File: src/rtl/erxsw_cfg.svh
// Offsets, field positions, reset values and timing counts of the block
`ifndef ERXSW_CFG_SVH
`define ERXSW_CFG_SVH
`define ERXSW_A_MACCFG 13'h0000
`define ERXSW_A_MIIADR 13'h0010
`define ERXSW_A_MIIDAT 13'h0014
`define ERXSW_A_BUSMODE 13'h1000
`define ERXSW_A_STATUS 13'h1014
`define ERXSW_A_OPMODE 13'h1018
`define ERXSW_A_BUSST 13'h102C
`define ERXSW_A_RXST 13'h1040
`define ERXSW_B_PS 15
`define ERXSW_B_SPD 14
`define ERXSW_B_DUP 11
`define ERXSW_B_IPC 10
`define ERXSW_B_TE 3
`define ERXSW_B_RE 2
`define ERXSW_B_SWR 0
`define ERXSW_B_NIS 16
`define ERXSW_B_RXI 6
`define ERXSW_B_SR 1
`define ERXSW_B_ST 13
`define ERXSW_B_BUSY 0
`define ERXSW_B_MIIWR 1
`define ERXSW_MACCFG_MASK 32'h0000CC0C
`define ERXSW_BUSMODE_MASK 32'h06010000
`define ERXSW_OPMODE_MASK 32'h00002006
`define ERXSW_REG_RST 32'h00000000
`define ERXSW_CLK_NS 100
`define ERXSW_SWR_NS 800
`define ERXSW_SWR_CYC ((`ERXSW_SWR_NS + `ERXSW_CLK_NS - 1) / `ERXSW_CLK_NS)
`define ERXSW_MDC_NS 400
`define ERXSW_MDC_HALF ((`ERXSW_MDC_NS / 2 + `ERXSW_CLK_NS - 1) / `ERXSW_CLK_NS)
`define ERXSW_CFG_LAG 2'h2
`endif

File: src/rtl/erxsw_pkg.sv
// Types shared by the receive status writeback block
package erxsw_pkg;
    typedef struct packed {
        logic ptp;
        logic v2;
        logic over_eth;
        logic [3:0] ptp_type;
        logic [7:0] ptp_ctrl;
        logic ipv4;
        logic ipv6;
        logic bypass;
        logic frag;
        logic ver_mismatch;
        logic len_mismatch;
        logic [15:0] hdr_calc;
        logic [15:0] hdr_rx;
        logic [15:0] pl_calc;
        logic [15:0] pl_rx;
        logic [7:0] proto;
        logic stamp_taken;
        logic overflow;
        logic last_desc;
        logic [63:0] stamp;
    } erxsw_rx_res_t;
    typedef struct packed {
        logic we4;
        logic we67;
        logic [31:0] word4;
        logic [31:0] word6;
        logic [31:0] word7;
    } erxsw_wb_t;
    typedef enum logic {MII_IDLE, MII_RUN} erxsw_mii_st_t;
endpackage : erxsw_pkg

File: src/rtl/erxsw_top.sv
// Rx extended status writeback, init control and PHY management
//
// The placing of the registers and the plain strobed port were left to the implementer.
`timescale 1ns/1ps
`include "erxsw_cfg.svh"
module erxsw_top #(
    parameter int SWR_CYC = `ERXSW_SWR_CYC
) (
    input wire logic i_ref_clk,
    input wire logic i_nrst,
    input wire logic [12:0] i_addr,
    input wire logic [31:0] i_wdata,
    input wire logic i_wr,
    input wire logic i_rd,
    output logic [31:0] o_rdata,
    input wire logic i_rx_clk,
    input wire logic i_rx_valid,
    input wire erxsw_pkg::erxsw_rx_res_t i_rx_res,
    input wire logic i_bm_pending,
    input wire logic i_mdio,
    output logic o_mdio,
    output logic o_mdio_oen,
    output logic o_mdc,
    output erxsw_pkg::erxsw_wb_t o_wb,
    output logic o_rx_run,
    output logic o_tx_run,
    output logic o_mii_port,
    output logic o_speed100,
    output logic o_full_duplex
);
    function automatic logic [3:0] ptp_kind(input logic ptp,
        input logic [7:0] ctrl, input logic [3:0] typ);
        logic [3:0] k;
        k = 4'h0;
        if (ptp && ctrl >= 8'h05 && ctrl <= 8'h0F) begin
            k = 4'hF;
        end else if (ptp) begin
            case (typ)
                4'h0: k = 4'h1;
                4'h8: k = 4'h2;
                4'h1: k = 4'h3;
                4'h9: k = 4'h4;
                4'h2: k = 4'h5;
                4'h3: k = 4'h6;
                4'hA: k = 4'h7;
                4'hB: k = 4'h8;
                4'hD: k = 4'h9;
                4'hC: k = 4'hA;
                default: k = 4'h0;
            endcase
        end
        return k;
    endfunction : ptp_kind

    function automatic logic [2:0] pay_kind(input logic [7:0] proto,
        input logic skip);
        logic [2:0] k;
        k = 3'h0;
        if (!skip) begin
            case (proto)
                8'h11: k = 3'h1;
                8'h06: k = 3'h2;
                8'h01: k = 3'h3;
                default: k = 3'h0;
            endcase
        end
        return k;
    endfunction : pay_kind

    // Link clock and MDIO input synchronisers
    logic [2:0] rxc_s, next_rxc_s, mdi_s, next_mdi_s;
    logic rxc_lv, next_rxc_lv, mdi_lv, next_mdi_lv, rxc_rise;
    always_comb begin
        next_rxc_s = {rxc_s[1:0], i_rx_clk};
        next_mdi_s = {mdi_s[1:0], i_mdio};
        next_rxc_lv = (rxc_s[1] == rxc_s[2]) ? rxc_s[2] : rxc_lv;
        next_mdi_lv = (mdi_s[1] == mdi_s[2]) ? mdi_s[2] : mdi_lv;
        rxc_rise = next_rxc_lv && !rxc_lv;
    end
    always_ff @(posedge i_ref_clk) begin
        if (!i_nrst) begin
            rxc_s <= 3'h0;
            mdi_s <= 3'h7;
            rxc_lv <= 1'b0;
            mdi_lv <= 1'b1;
        end else begin
            rxc_s <= next_rxc_s;
            mdi_s <= next_mdi_s;
            rxc_lv <= next_rxc_lv;
            mdi_lv <= next_mdi_lv;
        end
    end

    // Control registers and receive writeback
    logic [31:0] mac_cfg, cfg_act, bus_mode, op_mode, rx_last;
    logic [31:0] next_mac_cfg, next_cfg_act, next_bus_mode, next_op_mode;
    logic [31:0] next_rx_last, next_rdata, w4;
    logic [1:0] cfg_lag, next_cfg_lag, ip_flags, next_ip;
    logic [3:0] swr_cnt, next_swr_cnt;
    logic normal_irq_summary, rxi, bm_q, next_nis, next_rxi, acc, swr_act, herr, perr;
    logic checksum_offload_enable, wr_cfg, wr_st, swr_go;
    logic [3:0] mk;
    erxsw_pkg::erxsw_wb_t next_wb;
    logic [15:0] mii_addr, mii_data;

    assign swr_act = swr_cnt != 4'h0;
    assign acc = i_rx_valid && o_rx_run && !swr_act;
    assign checksum_offload_enable = cfg_act[`ERXSW_B_IPC];
    assign wr_cfg = i_wr && !swr_act && i_addr == `ERXSW_A_MACCFG;
    assign wr_st = i_wr && !swr_act && i_addr == `ERXSW_A_STATUS;
    assign swr_go = i_wr && !swr_act && i_addr == `ERXSW_A_BUSMODE
        && i_wdata[`ERXSW_B_SWR];

    always_comb begin
        next_mac_cfg = mac_cfg;
        next_cfg_act = cfg_act;
        next_cfg_lag = cfg_lag;
        next_bus_mode = bus_mode;
        next_op_mode = op_mode;
        next_rx_last = rx_last;
        next_nis = normal_irq_summary;
        next_rxi = rxi;
        next_ip = ip_flags;
        next_swr_cnt = swr_cnt;
        next_wb = '0;
        w4 = 32'h0;
        mk = ptp_kind(i_rx_res.ptp, i_rx_res.ptp_ctrl, i_rx_res.ptp_type);
        herr = checksum_offload_enable && !i_rx_res.bypass && ((i_rx_res.ipv4
            && i_rx_res.hdr_calc != i_rx_res.hdr_rx)
            || i_rx_res.ver_mismatch);
        perr = checksum_offload_enable && !i_rx_res.bypass && !herr && !i_rx_res.frag
            && (i_rx_res.pl_calc != i_rx_res.pl_rx
            || i_rx_res.len_mismatch);
        if (swr_act) begin
            // Config, mode and receive status registers held in reset until the count runs out
            next_swr_cnt = swr_cnt - 4'h1;
            next_mac_cfg = `ERXSW_REG_RST;
            next_cfg_act = `ERXSW_REG_RST;
            next_cfg_lag = 2'h0;
            next_bus_mode = `ERXSW_REG_RST;
            next_op_mode = `ERXSW_REG_RST;
            next_rx_last = `ERXSW_REG_RST;
            next_nis = 1'b0;
            next_rxi = 1'b0;
            next_ip = 2'h0;
        end else begin
            // New MAC config settings reach the MAC only after two link clocks; mode register writes take effect at once
            if (cfg_lag != 2'h0 && rxc_rise) begin
                next_cfg_lag = cfg_lag - 2'h1;
                if (cfg_lag == 2'h1) begin
                    next_cfg_act = mac_cfg;
                end
            end
            if (wr_cfg) begin
                next_mac_cfg = i_wdata & `ERXSW_MACCFG_MASK;
                next_cfg_lag = `ERXSW_CFG_LAG;
            end
            if (i_wr && i_addr == `ERXSW_A_BUSMODE) begin
                next_bus_mode = i_wdata & `ERXSW_BUSMODE_MASK;
            end
            if (swr_go) begin
                next_swr_cnt = 4'(SWR_CYC);
            end
            if (i_wr && i_addr == `ERXSW_A_OPMODE) begin
                next_op_mode = i_wdata & `ERXSW_OPMODE_MASK;
            end
            if (wr_st && i_wdata[`ERXSW_B_NIS]) begin
                next_nis = 1'b0;
            end
            if (wr_st && i_wdata[`ERXSW_B_RXI]) begin
                next_rxi = 1'b0;
            end
            if (acc) begin
                if (checksum_offload_enable) begin
                    next_ip = {i_rx_res.ipv6, i_rx_res.ipv4};
                end
                w4[14] = i_rx_res.stamp_taken && i_rx_res.overflow;
                w4[13] = mk != 4'h0 && i_rx_res.v2;
                w4[12] = mk != 4'h0 && i_rx_res.over_eth;
                w4[11:8] = mk;
                w4[7:6] = next_ip;
                w4[5] = i_rx_res.bypass || !checksum_offload_enable;
                w4[4] = perr;
                w4[3] = herr;
                w4[2:0] = pay_kind(i_rx_res.proto, herr || i_rx_res.frag
                    || i_rx_res.bypass || !checksum_offload_enable);
                next_wb.we4 = 1'b1;
                next_wb.word4 = w4;
                next_wb.we67 = i_rx_res.last_desc;
                next_wb.word6 = i_rx_res.last_desc
                    ? i_rx_res.stamp[31:0] : 32'h0;
                next_wb.word7 = i_rx_res.last_desc
                    ? i_rx_res.stamp[63:32] : 32'h0;
                next_rx_last = w4;
                // Set after clear so a same-cycle event is kept
                next_rxi = 1'b1;
                next_nis = 1'b1;
            end
        end
        next_rdata = 32'h0;
        if (i_rd) begin
            case (i_addr)
                `ERXSW_A_MACCFG: next_rdata = mac_cfg;
                `ERXSW_A_MIIADR: next_rdata = {16'h0, mii_addr};
                `ERXSW_A_MIIDAT: next_rdata = {16'h0, mii_data};
                `ERXSW_A_BUSMODE: next_rdata = bus_mode
                    | {31'h0, swr_act};
                `ERXSW_A_STATUS: next_rdata = {15'h0, normal_irq_summary, 9'h0, rxi, 6'h0};
                `ERXSW_A_OPMODE: next_rdata = op_mode;
                `ERXSW_A_BUSST: next_rdata = {31'h0, bm_q};
                `ERXSW_A_RXST: next_rdata = rx_last;
                default: next_rdata = 32'h0;
            endcase
        end
    end
    always_ff @(posedge i_ref_clk) begin
        if (!i_nrst) begin
            mac_cfg <= `ERXSW_REG_RST;
            cfg_act <= `ERXSW_REG_RST;
            cfg_lag <= 2'h0;
            bus_mode <= `ERXSW_REG_RST;
            op_mode <= `ERXSW_REG_RST;
            rx_last <= `ERXSW_REG_RST;
            normal_irq_summary <= 1'b0;
            rxi <= 1'b0;
            ip_flags <= 2'h0;
            swr_cnt <= 4'h0;
            bm_q <= 1'b0;
            o_wb <= '0;
            o_rdata <= 32'h0;
            o_rx_run <= 1'b0;
            o_tx_run <= 1'b0;
            o_mii_port <= 1'b0;
            o_speed100 <= 1'b0;
            o_full_duplex <= 1'b0;
        end else begin
            mac_cfg <= next_mac_cfg;
            cfg_act <= next_cfg_act;
            cfg_lag <= next_cfg_lag;
            bus_mode <= next_bus_mode;
            op_mode <= next_op_mode;
            rx_last <= next_rx_last;
            normal_irq_summary <= next_nis;
            rxi <= next_rxi;
            ip_flags <= next_ip;
            swr_cnt <= next_swr_cnt;
            bm_q <= i_bm_pending;
            o_wb <= next_wb;
            o_rdata <= next_rdata;
            o_rx_run <= next_cfg_act[`ERXSW_B_RE]
                && next_op_mode[`ERXSW_B_SR];
            o_tx_run <= next_cfg_act[`ERXSW_B_TE]
                && next_op_mode[`ERXSW_B_ST];
            o_mii_port <= next_cfg_act[`ERXSW_B_PS];
            o_speed100 <= next_cfg_act[`ERXSW_B_SPD];
            o_full_duplex <= next_cfg_act[`ERXSW_B_DUP];
        end
    end

    // PHY management frame engine
    erxsw_pkg::erxsw_mii_st_t mii_st, next_mii_st;
    logic [15:0] next_mii_addr, next_mii_data;
    logic [31:0] mii_sh, next_mii_sh;
    logic [4:0] mii_cnt, next_mii_cnt;
    logic [2:0] mii_div, next_mii_div;
    logic next_mdc, next_oen, mii_go;
    assign mii_go = i_wr && !swr_act && i_addr == `ERXSW_A_MIIADR
        && i_wdata[`ERXSW_B_BUSY] && mii_st == erxsw_pkg::MII_IDLE;
    always_comb begin
        next_mii_st = mii_st;
        next_mii_addr = mii_addr;
        next_mii_data = mii_data;
        next_mii_sh = mii_sh;
        next_mii_cnt = mii_cnt;
        next_mii_div = mii_div;
        next_mdc = o_mdc;
        if (swr_act) begin
            next_mii_st = erxsw_pkg::MII_IDLE;
            next_mii_addr = 16'h0;
            next_mii_data = 16'h0;
            next_mdc = 1'b0;
        end else begin
            unique case (mii_st)
                erxsw_pkg::MII_IDLE: begin
                    if (i_wr && i_addr == `ERXSW_A_MIIDAT) begin
                        next_mii_data = i_wdata[15:0];
                    end
                    if (mii_go) begin
                        // Start, opcode, PHY, register, turnaround, data
                        next_mii_addr = i_wdata[15:0];
                        next_mii_sh = {2'h1,
                            i_wdata[`ERXSW_B_MIIWR] ? 2'h1 : 2'h2,
                            i_wdata[15:11], i_wdata[10:6], 2'h2,
                            mii_data};
                        next_mii_cnt = 5'h1F;
                        next_mii_div = 3'h0;
                        next_mii_st = erxsw_pkg::MII_RUN;
                    end
                end
                erxsw_pkg::MII_RUN: begin
                    next_mii_div = mii_div + 3'h1;
                    if (mii_div == 3'(`ERXSW_MDC_HALF - 1)) begin
                        next_mii_div = 3'h0;
                        next_mdc = !o_mdc;
                        if (o_mdc && !mii_addr[`ERXSW_B_MIIWR]
                            && mii_cnt < 5'h10) begin
                            // On the fall: pin sync lags a whole half period
                            next_mii_data = {mii_data[14:0], next_mdi_lv};
                        end
                        if (o_mdc && mii_cnt == 5'h0) begin
                            next_mii_addr[`ERXSW_B_BUSY] = 1'b0;
                            next_mii_st = erxsw_pkg::MII_IDLE;
                        end else if (o_mdc) begin
                            next_mii_cnt = mii_cnt - 5'h1;
                            next_mii_sh = {mii_sh[30:0], 1'b0};
                        end
                    end
                end
            endcase
        end
        // Released from turnaround on for reads
        next_oen = !(next_mii_st == erxsw_pkg::MII_RUN
            && (next_mii_addr[`ERXSW_B_MIIWR] || next_mii_cnt > 5'h11));
    end
    always_ff @(posedge i_ref_clk) begin
        if (!i_nrst) begin
            mii_st <= erxsw_pkg::MII_IDLE;
            mii_addr <= 16'h0;
            mii_data <= 16'h0;
            mii_sh <= 32'h0;
            mii_cnt <= 5'h0;
            mii_div <= 3'h0;
            o_mdc <= 1'b0;
            o_mdio <= 1'b1;
            o_mdio_oen <= 1'b1;
        end else begin
            mii_st <= next_mii_st;
            mii_addr <= next_mii_addr;
            mii_data <= next_mii_data;
            mii_sh <= next_mii_sh;
            mii_cnt <= next_mii_cnt;
            mii_div <= next_mii_div;
            o_mdc <= next_mdc;
            o_mdio <= next_oen ? 1'b1 : next_mii_sh[31];
            o_mdio_oen <= next_oen;
        end
    end
endmodule : erxsw_top

File: config.mk
export PLATFORM = sky130hd
export DESIGN_NAME = erxsw_top
export DESIGN_NICKNAME = d
export VERILOG_FILES = /design/src/rtl/erxsw_pkg.sv /design/src/rtl/erxsw_top.sv
export VERILOG_INCLUDE_DIRS = /design/src /design/src/rtl
export SDC_FILE = /design/constraint.sdc
export NUM_CORES = 1
export LEC_CHECK = 0
export BUFFER_PORTS_ARGS = -buffer_cell sky130_fd_sc_hd__buf_2
export CAP_MARGIN = 20
export CORE_ASPECT_RATIO = 0.7
export CORE_MARGIN = 3
export CORE_UTILIZATION = 50
export DETAILED_ROUTE_END_ITERATION = 6
export GPL_ROUTABILITY_DRIVEN = 0
export PLACE_DENSITY_LB_ADDON = 0.3
export SYNTH_ARGS = -nofsm -noshare
export SYNTH_HDL_FRONTEND = slang
export SYNTH_SLANG_ARGS = --single-unit
File: constraint.sdc
create_clock -name i_ref_clk -period 6.03 [get_ports i_ref_clk]
set_input_delay 1.206 -clock i_ref_clk [delete_from_list [all_inputs] [get_ports i_ref_clk]]
set_output_delay 1.206 -clock i_ref_clk [all_outputs]
set_load 0.05 [all_outputs]
Word-level counts from Yosys, hierarchy flattened
Memory sizes are Yosys's and may differ from the RTL's.
Index checks and enable logic that the tools add are counted.

cells by class
  $add $sub $neg = 4
  multipliers = 0
  div/mod/pow operators = 0
  magnitude comparators = 4
  equal/unequal tests = 23
  shift operators = 0
  muxes and demuxes = 55
  bitwise operators = 6
  reduce and logical (&&, ||, !) cells = 72

operator list
  cell                                                                     number
  32-bit 2-to-1 mux                                                        7
  27-bit case mux with 8 select lines                                      1
  98-bit 2-to-1 mux                                                        1
  16-bit 2-to-1 mux                                                        6
  13-bit equality test (second input constant)                             5
  32-bit case mux with 2 select lines                                      1
  1-bit logical AND                                                        34
  16-bit != test                                                           2
  16-bit case mux with 2 select lines                                      1
  14-bit 2-to-1 mux                                                        2
  27-bit by 1-bit OR with 27-bit output                                    1
  13-bit by 5-bit equality test with 1-bit output (second input constant)  2
  5-bit 2-to-1 mux                                                         5
  4-bit 2-to-1 mux                                                         4
  2-bit 2-to-1 mux                                                         7
  13-bit zero test                                                         1
  1-bit 2-to-1 mux                                                         13
  2-bit AND reduction                                                      6
  5-bit case mux with 2 select lines                                       1
  2-bit nonzero test                                                       5
  1-bit zero test                                                          9
  8-bit by 1-bit equality test with 1-bit output (second input constant)   1
  8-bit by 3-bit equality test with 1-bit output (second input constant)   1
  8-bit by 5-bit equality test with 1-bit output (second input constant)   1
  26 further kinds                                                         47

word-level totals
  register bits = 263
  bits in latches = 0
  RAM bits = 0
  ROM bits = 64
  bits of input ports = 213
  output and inout port bits = 138
  memories kept = 1

memories
  name              words  bits a word  rd ports  clocked after memory_dff  wr ports  line             text
  (name not given)  16     4            1         0                         0         erxsw_top.sv:38  case (typ)

Depth between registers and ports, before layout
Gate-level depths: netlist of run 1.

  depth in word-level cells = 13
  mapped depth = 8

Worst setup path after synthesis of run 1
OpenSTA, ideal clock, no wires.

  path type = input to register
  start = input port i_addr[9]
  end = register mii_data[10]
  library setup time = 0.134 ns
  data arrival time = 2.770 ns
  required time = 5.896 ns
  slack = 3.126 ns
  stages on the path = 7
  path buffers = 2
  cells stage by stage = nor4_4 -> nand2b_1 -> nor4_4 -> or2_2 -> buf_4 -> buf_6 -> a211oi_1

on the way
  longest elaborated chain between the ends = 4

ends and longest elaborated chain
  element                                                    line              text
  from (decl)                                                erxsw_top.sv:11   input wire logic [12:0] i_addr,
  13-bit by 5-bit equality test with 1-bit output            n/a
  1-bit logical AND (no source line)                         n/a
  2-bit by 1-bit != test with 1-bit output (no source line)  n/a
  3-bit AND reduction (no source line)                       n/a
  to (signal assigned)                                       erxsw_top.sv:339  mii_data <= next_mii_data;
  to (decl)                                                  erxsw_top.sv:104  logic [15:0] mii_addr, mii_data;

No other way between the ends.
A chain may end at the register's enable or synchronous reset.

Final worst setup path of run 1
  start = input port i_addr[9]
  end = register mii_sh[17]

on the way
  longest elaborated chain between the ends = 6

ends and longest elaborated chain
  element                                          line              text
  13-bit by 5-bit equality test with 1-bit output  n/a
  1-bit logical AND (no source line)               n/a
  1-bit logical AND (2 in a row)                   erxsw_top.sv:267  assign mii_go = i_wr && !swr_act && i_addr == `ERXSW_A_MIIADR
  2-bit != test (no source line)                   n/a
  5-bit AND reduction (no source line)             n/a
  to (signal assigned)                             erxsw_top.sv:340  mii_sh <= next_mii_sh;
  to (decl)                                        erxsw_top.sv:263  logic [31:0] mii_sh, next_mii_sh;

No other way between the ends.

==> results of run 1 <==
==> cell usage after synthesis (11+ instances only) <==
library cell	count
dfxtp_1	226
a21oi_1	74
nand2_1	70
and3_1	69
a211oi_1	50
nor2_1	50
nor3_1	39
clkbuf_1	38
a22oi_1	36
mux2i_1	34
xnor2_1	34
buf_4	33
nand3_1	24
inv_1	18
buf_2	16
nand4_1	15
a311oi_1	13
o21ai_0	11
==> power by group through the flow <==
| stage | sequential (mW) | clock [mW] | combinational [mW] |
|---|---|---|---|
| final | 1.50 | 1.39 | 0.196 |
| after global routing | 1.49 | 1.47 | 0.213 |
| after CTS | 1.49 | 1.41 | 0.195 |
| after detailed placement | 1.53 | 0 | 0.194 |
| after global placement | 1.53 | 0 | 0.189 |
| after floorplan | 1.53 | 0 | 0.120 |
==> flip-flops by register name (all words and copies together) (netlist names), 2 cells and up <==
register and cells:
mii_sh 32, mii_data 16, o_wb 80, swr_cnt 4
mdi_s 3, rx_last 13, mii_div 3, mii_cnt 5
mii_addr 16, o_rdata 19, cfg_lag 2, op_mode 3
rxc_s 3, cfg_act 5, mac_cfg 6, bus_mode 3
==> how the worst min path moves through the flow <==
stage	slack, ps	to	startpoint	cells past startpoint
after floorplan	390	mdi_s[1]	mdi_s[0]	1
after global placement	410	mdi_s[1]	mdi_s[0]	1
after detailed placement	400	mdi_s[1]	mdi_s[0]	1
after CTS	430	mdi_s[1]	mdi_s[0]	1
after global routing	440	mdi_s[1]	mdi_s[0]	1
final	420	mdi_s[1]	mdi_s[0]	1
==> metal layers <==
layer  share of wire (%)  up-vias
li1                    -     4016
met1                  46     4023
met2                  45      322
met3                 6.8       39
met4                 1.7        0
met5                   0        -
==> cell type report <==
type | count | area, um^2
well taps | 231 | 289
multi-input cells | 655 | 4200
fillers | 1526 | 6110
clock buffers | 27 | 601
repair buffers | 321 | 1690
flip-flops and latches | 226 | 4520
inverters | 20 | 75.1
clock inverters | 13 | 130
==> metrics by stage <==
stage | utilization (%) | std cells | hold WS (ps) | area, um^2 | power, mW
detailed placement | 60.8 | 1450 | 397 | 10700 | 1.72
floorplan | - | 996 | 386 | 9340 | 1.65
finish | 65.3 | 1493 | 421 | 11500 | 3.08
global placement | 60.8 | 1449 | 405 | 10700 | 1.72
CTS | 64.9 | 1490 | 426 | 11400 | 3.10
global route | 65.3 | 1493 | 445 | 11500 | 3.18
==> cells by family after synthesis <==
kind of cell	synth area share [%]
and+or+nand+nor	19.3
other	0.0406
xor gates and xnor gates	3.42
AOI/OAI and AO/OA	16.4
buffers and inverters	6.81
adders and majority gates	1.19
muxes	3.81
DFF	49.0
==> results.yml, run 1 <==
sta:
  max_freq_mhz: 300
  worst_slack_ps: 2700
  worst_pin_slew_ps: 1090
  finClkSkew_ps: 9.31
  finalCritPeriodShare_pct: 55.3
  setup_viol: 0
  slew_viol_final: 0
  hold_viol: 0
  maxSlewHeadroom_pct: 26.4
  fin_setup_tns_ps: 0
  rsz0062_at_grt: "no"
  period_minus_slack_ps: 3330
synthesis:
  yosysTopAreaCell: "dfxtp_1"
  synthDistinctLibCells: 63
  ys_seq_area_share_pct: 49.0
  yosys-top-cells-area: "dfxtp_1, and3_1, a211oi_1, a21oi_1, mux2i_1"
  syn_avg_cell_area_um2: 9.55
  synth-seq-cells: 226
  synth_warnings: 0
  syn_inst: 966
  synth_top_area_share_pct: 49.0
  synth_flop_cell: "dfxtp_1"
  async_flop_share_pct: 0
  synth_area_um2: 9230
  synth_edf_count: 0
floorplanning:
  die_h_um: 120
  dieArea_um2: 20100
  io_pins: 351
  die_w_um: 168
  rows: 40
  start_util_pct: 52.4
  core-area_um2: 17600
worst_setup_path:
  r2r_cells: 7
  critPathBufInv: 2
  cp_slowest_cell: "nor2_1"
  r2r_slack_ps: 3150
  cp-endpoint: "mii_sh[17]"
  critPathLaunchType: "primary input"
  worstSetupStartpoint: "i_addr[9]"
  crit_chain: "buf_2 > nor4_4 > nand4_2 > o21a_1 > nor2_1 > buf_4 > a311oi_1"
  critPathRequiredTime_ps: 6370
  end_kind: "flop"
  r2r-end: "mii_sh[17]"
  cp_slowest_stage_delay_ps: 670
  cp_top_family: "simple AND/OR/NAND/NOR gates"
  path_depth: 7
  arrival_ps: 3670
  crit_type: "in -> reg"
  cp_max_fo: 18
  r2r_start: "swr_cnt[0]"
drt:
  drt-total-wl_mm: 26.9
  drt_iter0_drc: 875
  vias_per_cell: 5.63
  drtPass1Iterations: 5
  num_vias: 8400
  post-route-drc-count: 0
  wire_per_inst_um: 18.0
  antenna_left: 0
placement:
  hpwlAfterDp_mm: 19.6
  port_buffers: 306
  pre_cts_ws_ps: 2170
power:
  comb_power_share_pct: 6.4
  power_leakage_nw: 4.97
  sequentialPowerShare_pct: 48.5
  switching_share_pct: 23.1
  p_switching_mw: 0.713
  p_clk_share_pct: 45.1
  ir_worst_vdd_uv: 213
  internal_power_mw: 2.37
  power.density_nw_per_um2: 268
cells_and_area:
  diodes: 0
  nets: 1467
  final_common_cell: "buf_2"
  drive_gt1_share_pct: 30.1
  mostFrequentLayoutCells: "buf_2, dfxtp_1, a21oi_1"
  area_growth_pct: 24.7
global_route:
  overflow: 0
  use_met2_pct: 37.9
  track_usage_pct: 24.7
  grtUsageMet1_pct: 37.0
  grt_max_degree: 68
  grt_pass1_vias: 7723
  grt_pass1_wl_mm: 41.0
  antenna_found_initial: 0
  busiest_layer: "met2"
  met3_usage_pct: 3.56
status:
  status: "complete, no violations"
cts:
  cts_max_level: 1
  cts_buffers: 22
  cts_tree: "built"
  ctsResizeCount: 0
  cts.sinks: 226
  cts-root-buf: "clkbuf_16"
  cts_setup_buffers: 0
  clk_latency_ps: 510
  clk_pin_slew_ps: 60
  clock_tree.buffer_depth: 3
  cts_hold_buf: 0
run:
  max-cap-violations: 0
hold_path:
  holdCritPathClass: "reg -> reg"
(Power assumes the default switching activity.)
==> inputs of run 2 (changes only) <==
--- a/config.mk
+++ b/config.mk
@@ -10,7 +10,7 @@
 export CAP_MARGIN = 20
 export CORE_ASPECT_RATIO = 0.7
 export CORE_MARGIN = 3
-export CORE_UTILIZATION = 50
+export CORE_UTILIZATION = 49
 export DETAILED_ROUTE_END_ITERATION = 6
 export GPL_ROUTABILITY_DRIVEN = 0
 export PLACE_DENSITY_LB_ADDON = 0.3
==> constraint.sdc (replaced) <==
create_clock -name i_ref_clk -period 3.4 [get_ports i_ref_clk]
set_input_delay 0.68 -clock i_ref_clk [delete_from_list [all_inputs] [get_ports i_ref_clk]]
set_output_delay 0.68 -clock i_ref_clk [all_outputs]
set_load 0.05 [all_outputs]
==> run 2 against run 1 <==
  * Total power increased by 78%
  * Sequential cell count unchanged
  * Worst hold slack worse by 57 ps
  * Clock power grew 78%
  * Sequential power increased by 77%
  * Utilization is 2.1 points lower
  * Via count shrank 0.46%
  * Final area rose by 0.26%
  * Clock skew up 8.2 ps
  * Register-to-register slack got worse by 2300 ps
  * First-iteration DRC count is 11% lower
==> results.yml, run 2 (same netlist as run 1, synthesis figures left out) <==
global_route:
  overflow: 0
  grt_pass1_wl_mm: 39.6
  grt_max_degree: 68
  track_usage_pct: 23.5
  grt_pass1_vias: 7704
  antenna_found_initial: 0
worst_setup_path:
  r2r-end: "o_wb[11]"
  critPathRequiredTime_ps: 3830
  r2r_cells: 6
  r2r_slack_ps: 830
  arrival_ps: 3000
  critPathLaunchType: "flop"
  crit_type: "reg -> reg"
  r2r_start: "swr_cnt[0]"
  end_kind: "flop"
  cp_max_fo: 67
cells_and_area:
  diodes: 0
  mostFrequentLayoutCells: "buf_2, dfxtp_1, a21oi_1"
  largestRegisters: "o_wb (80), mii_sh (32), o_rdata (19)"
  drive_gt1_share_pct: 30.2
  area_growth_pct: 25.1
  nets: 1476
  largest_reg_flops: 80
  final_common_cell: "buf_2"
  top_register: "o_wb"
floorplanning:
  die_h_um: 121
  io_pins: 351
  core-area_um2: 18300
  dieArea_um2: 20500
  start_util_pct: 50.5
  die_w_um: 170
  rows: 41
drt:
  drtPass1Iterations: 5
  drt_iter0_drc: 783
  vias_per_cell: 5.56
  post-route-drc-count: 0
  antenna_left: 0
  wire_per_inst_um: 17.1
  num_vias: 8361
  drt-total-wl_mm: 25.8
sta:
  rsz0062_at_grt: "no"
  finClkSkew_ps: 17.5
  worst_slack_ps: 828
  maxSlewHeadroom_pct: 37.0
  period_minus_slack_ps: 2570
  timing.hold.ws_ps: 364
  worst_pin_slew_ps: 932
  setup_viol: 0
  finalCritPeriodShare_pct: 75.7
  hold_viol: 0
  fin_setup_tns_ps: 0
  max_freq_mhz: 389
  slew_viol_final: 0
power:
  fin_total_pwr_mw: 5.48
  power.density_nw_per_um2: 475
  power_leakage_nw: 5.00
  ir_worst_vdd_uv: 379
placement:
  pre_cts_ws_ps: 564
  port_buffers: 306
  hpwlAfterDp_mm: 18.7
hold_path:
  worstHoldEndpoint: "mdi_s[0]"
  hp-start: "i_mdio"
  holdCritPathClass: "in -> reg"
  hold_depth: 2
cts:
  clk_pin_slew_ps: 60
  cts-root-buf: "clkbuf_16"
  ctsResizeCount: 0
  cts_tree: "built"
  cts_setup_buffers: 0
  clock_tree.buffer_depth: 3
  cts_hold_buf: 0
  cts.sinks: 226
  cts_max_level: 1
  cts_buffers: 22
  clk_latency_ps: 510
status:
  status: "complete, no violations"
run:
  max-cap-violations: 0
## run 2: layer usage
| metal | GRT usage, % | routed length, um | share of wire [%] | up-vias |
|---|---|---|---|---|
| met5 | 0 | 0 | 0 | - |
| met4 | 4.15 | 345 | 1.3 | 0 |
| met3 | 4.44 | 2140 | 8.3 | 33 |
| met2 | 35.5 | 11500 | 45 | 356 |
| met1 | 35.3 | 11800 | 46 | 3950 |
| li1 | - | - | - | 4022 |
## run 2: worst max path at each step
| stage | start | endpoint |
|---|---|---|
| finish | swr_cnt[0] | o_wb[11] |
| CTS | swr_cnt[0] | o_wb[11] |
| global route | swr_cnt[0] | o_wb[11] |
| detailed placement | i_addr[9] | mii_addr[6] |
| global placement | i_addr[9] | mii_addr[7] |
| floorplan | i_addr[9] | mii_data[10] |
## run 2: critical path: stages (launching register included)
cell and delay [ps]:
dfxtp_1 370, or4_1 540, buf_4 200, nor2_4 230
nand3_4 190, inv_2 660, and3_1 270
## run 2: area by class of cell
type | count | area (um^2)
fillers | 1579 | 6720
multi-input cells | 655 | 4200
repair buffers | 330 | 1710
clock buffers | 30 | 611
clock inverters | 6 | 123
well taps | 236 | 295
inverters | 20 | 75.1
flip-flops and latches | 226 | 4520
## run 2: through the flow
step                util [%]  area, um^2  std cells
floorplan                  -        9340        996
global placement        59.2       10800       1467
detailed placement      59.2       10800       1467
CTS                     63.2       11500       1503
finish                  63.2       11500       1503
global route            63.2       11500       1503
## run 2: power breakdown
group	switching [mW]	total, mW	internal, mW
Clock	0.996	2.48	1.49
Sequential	0.00152	2.65	2.65
Combinational	0.213	0.345	0.132
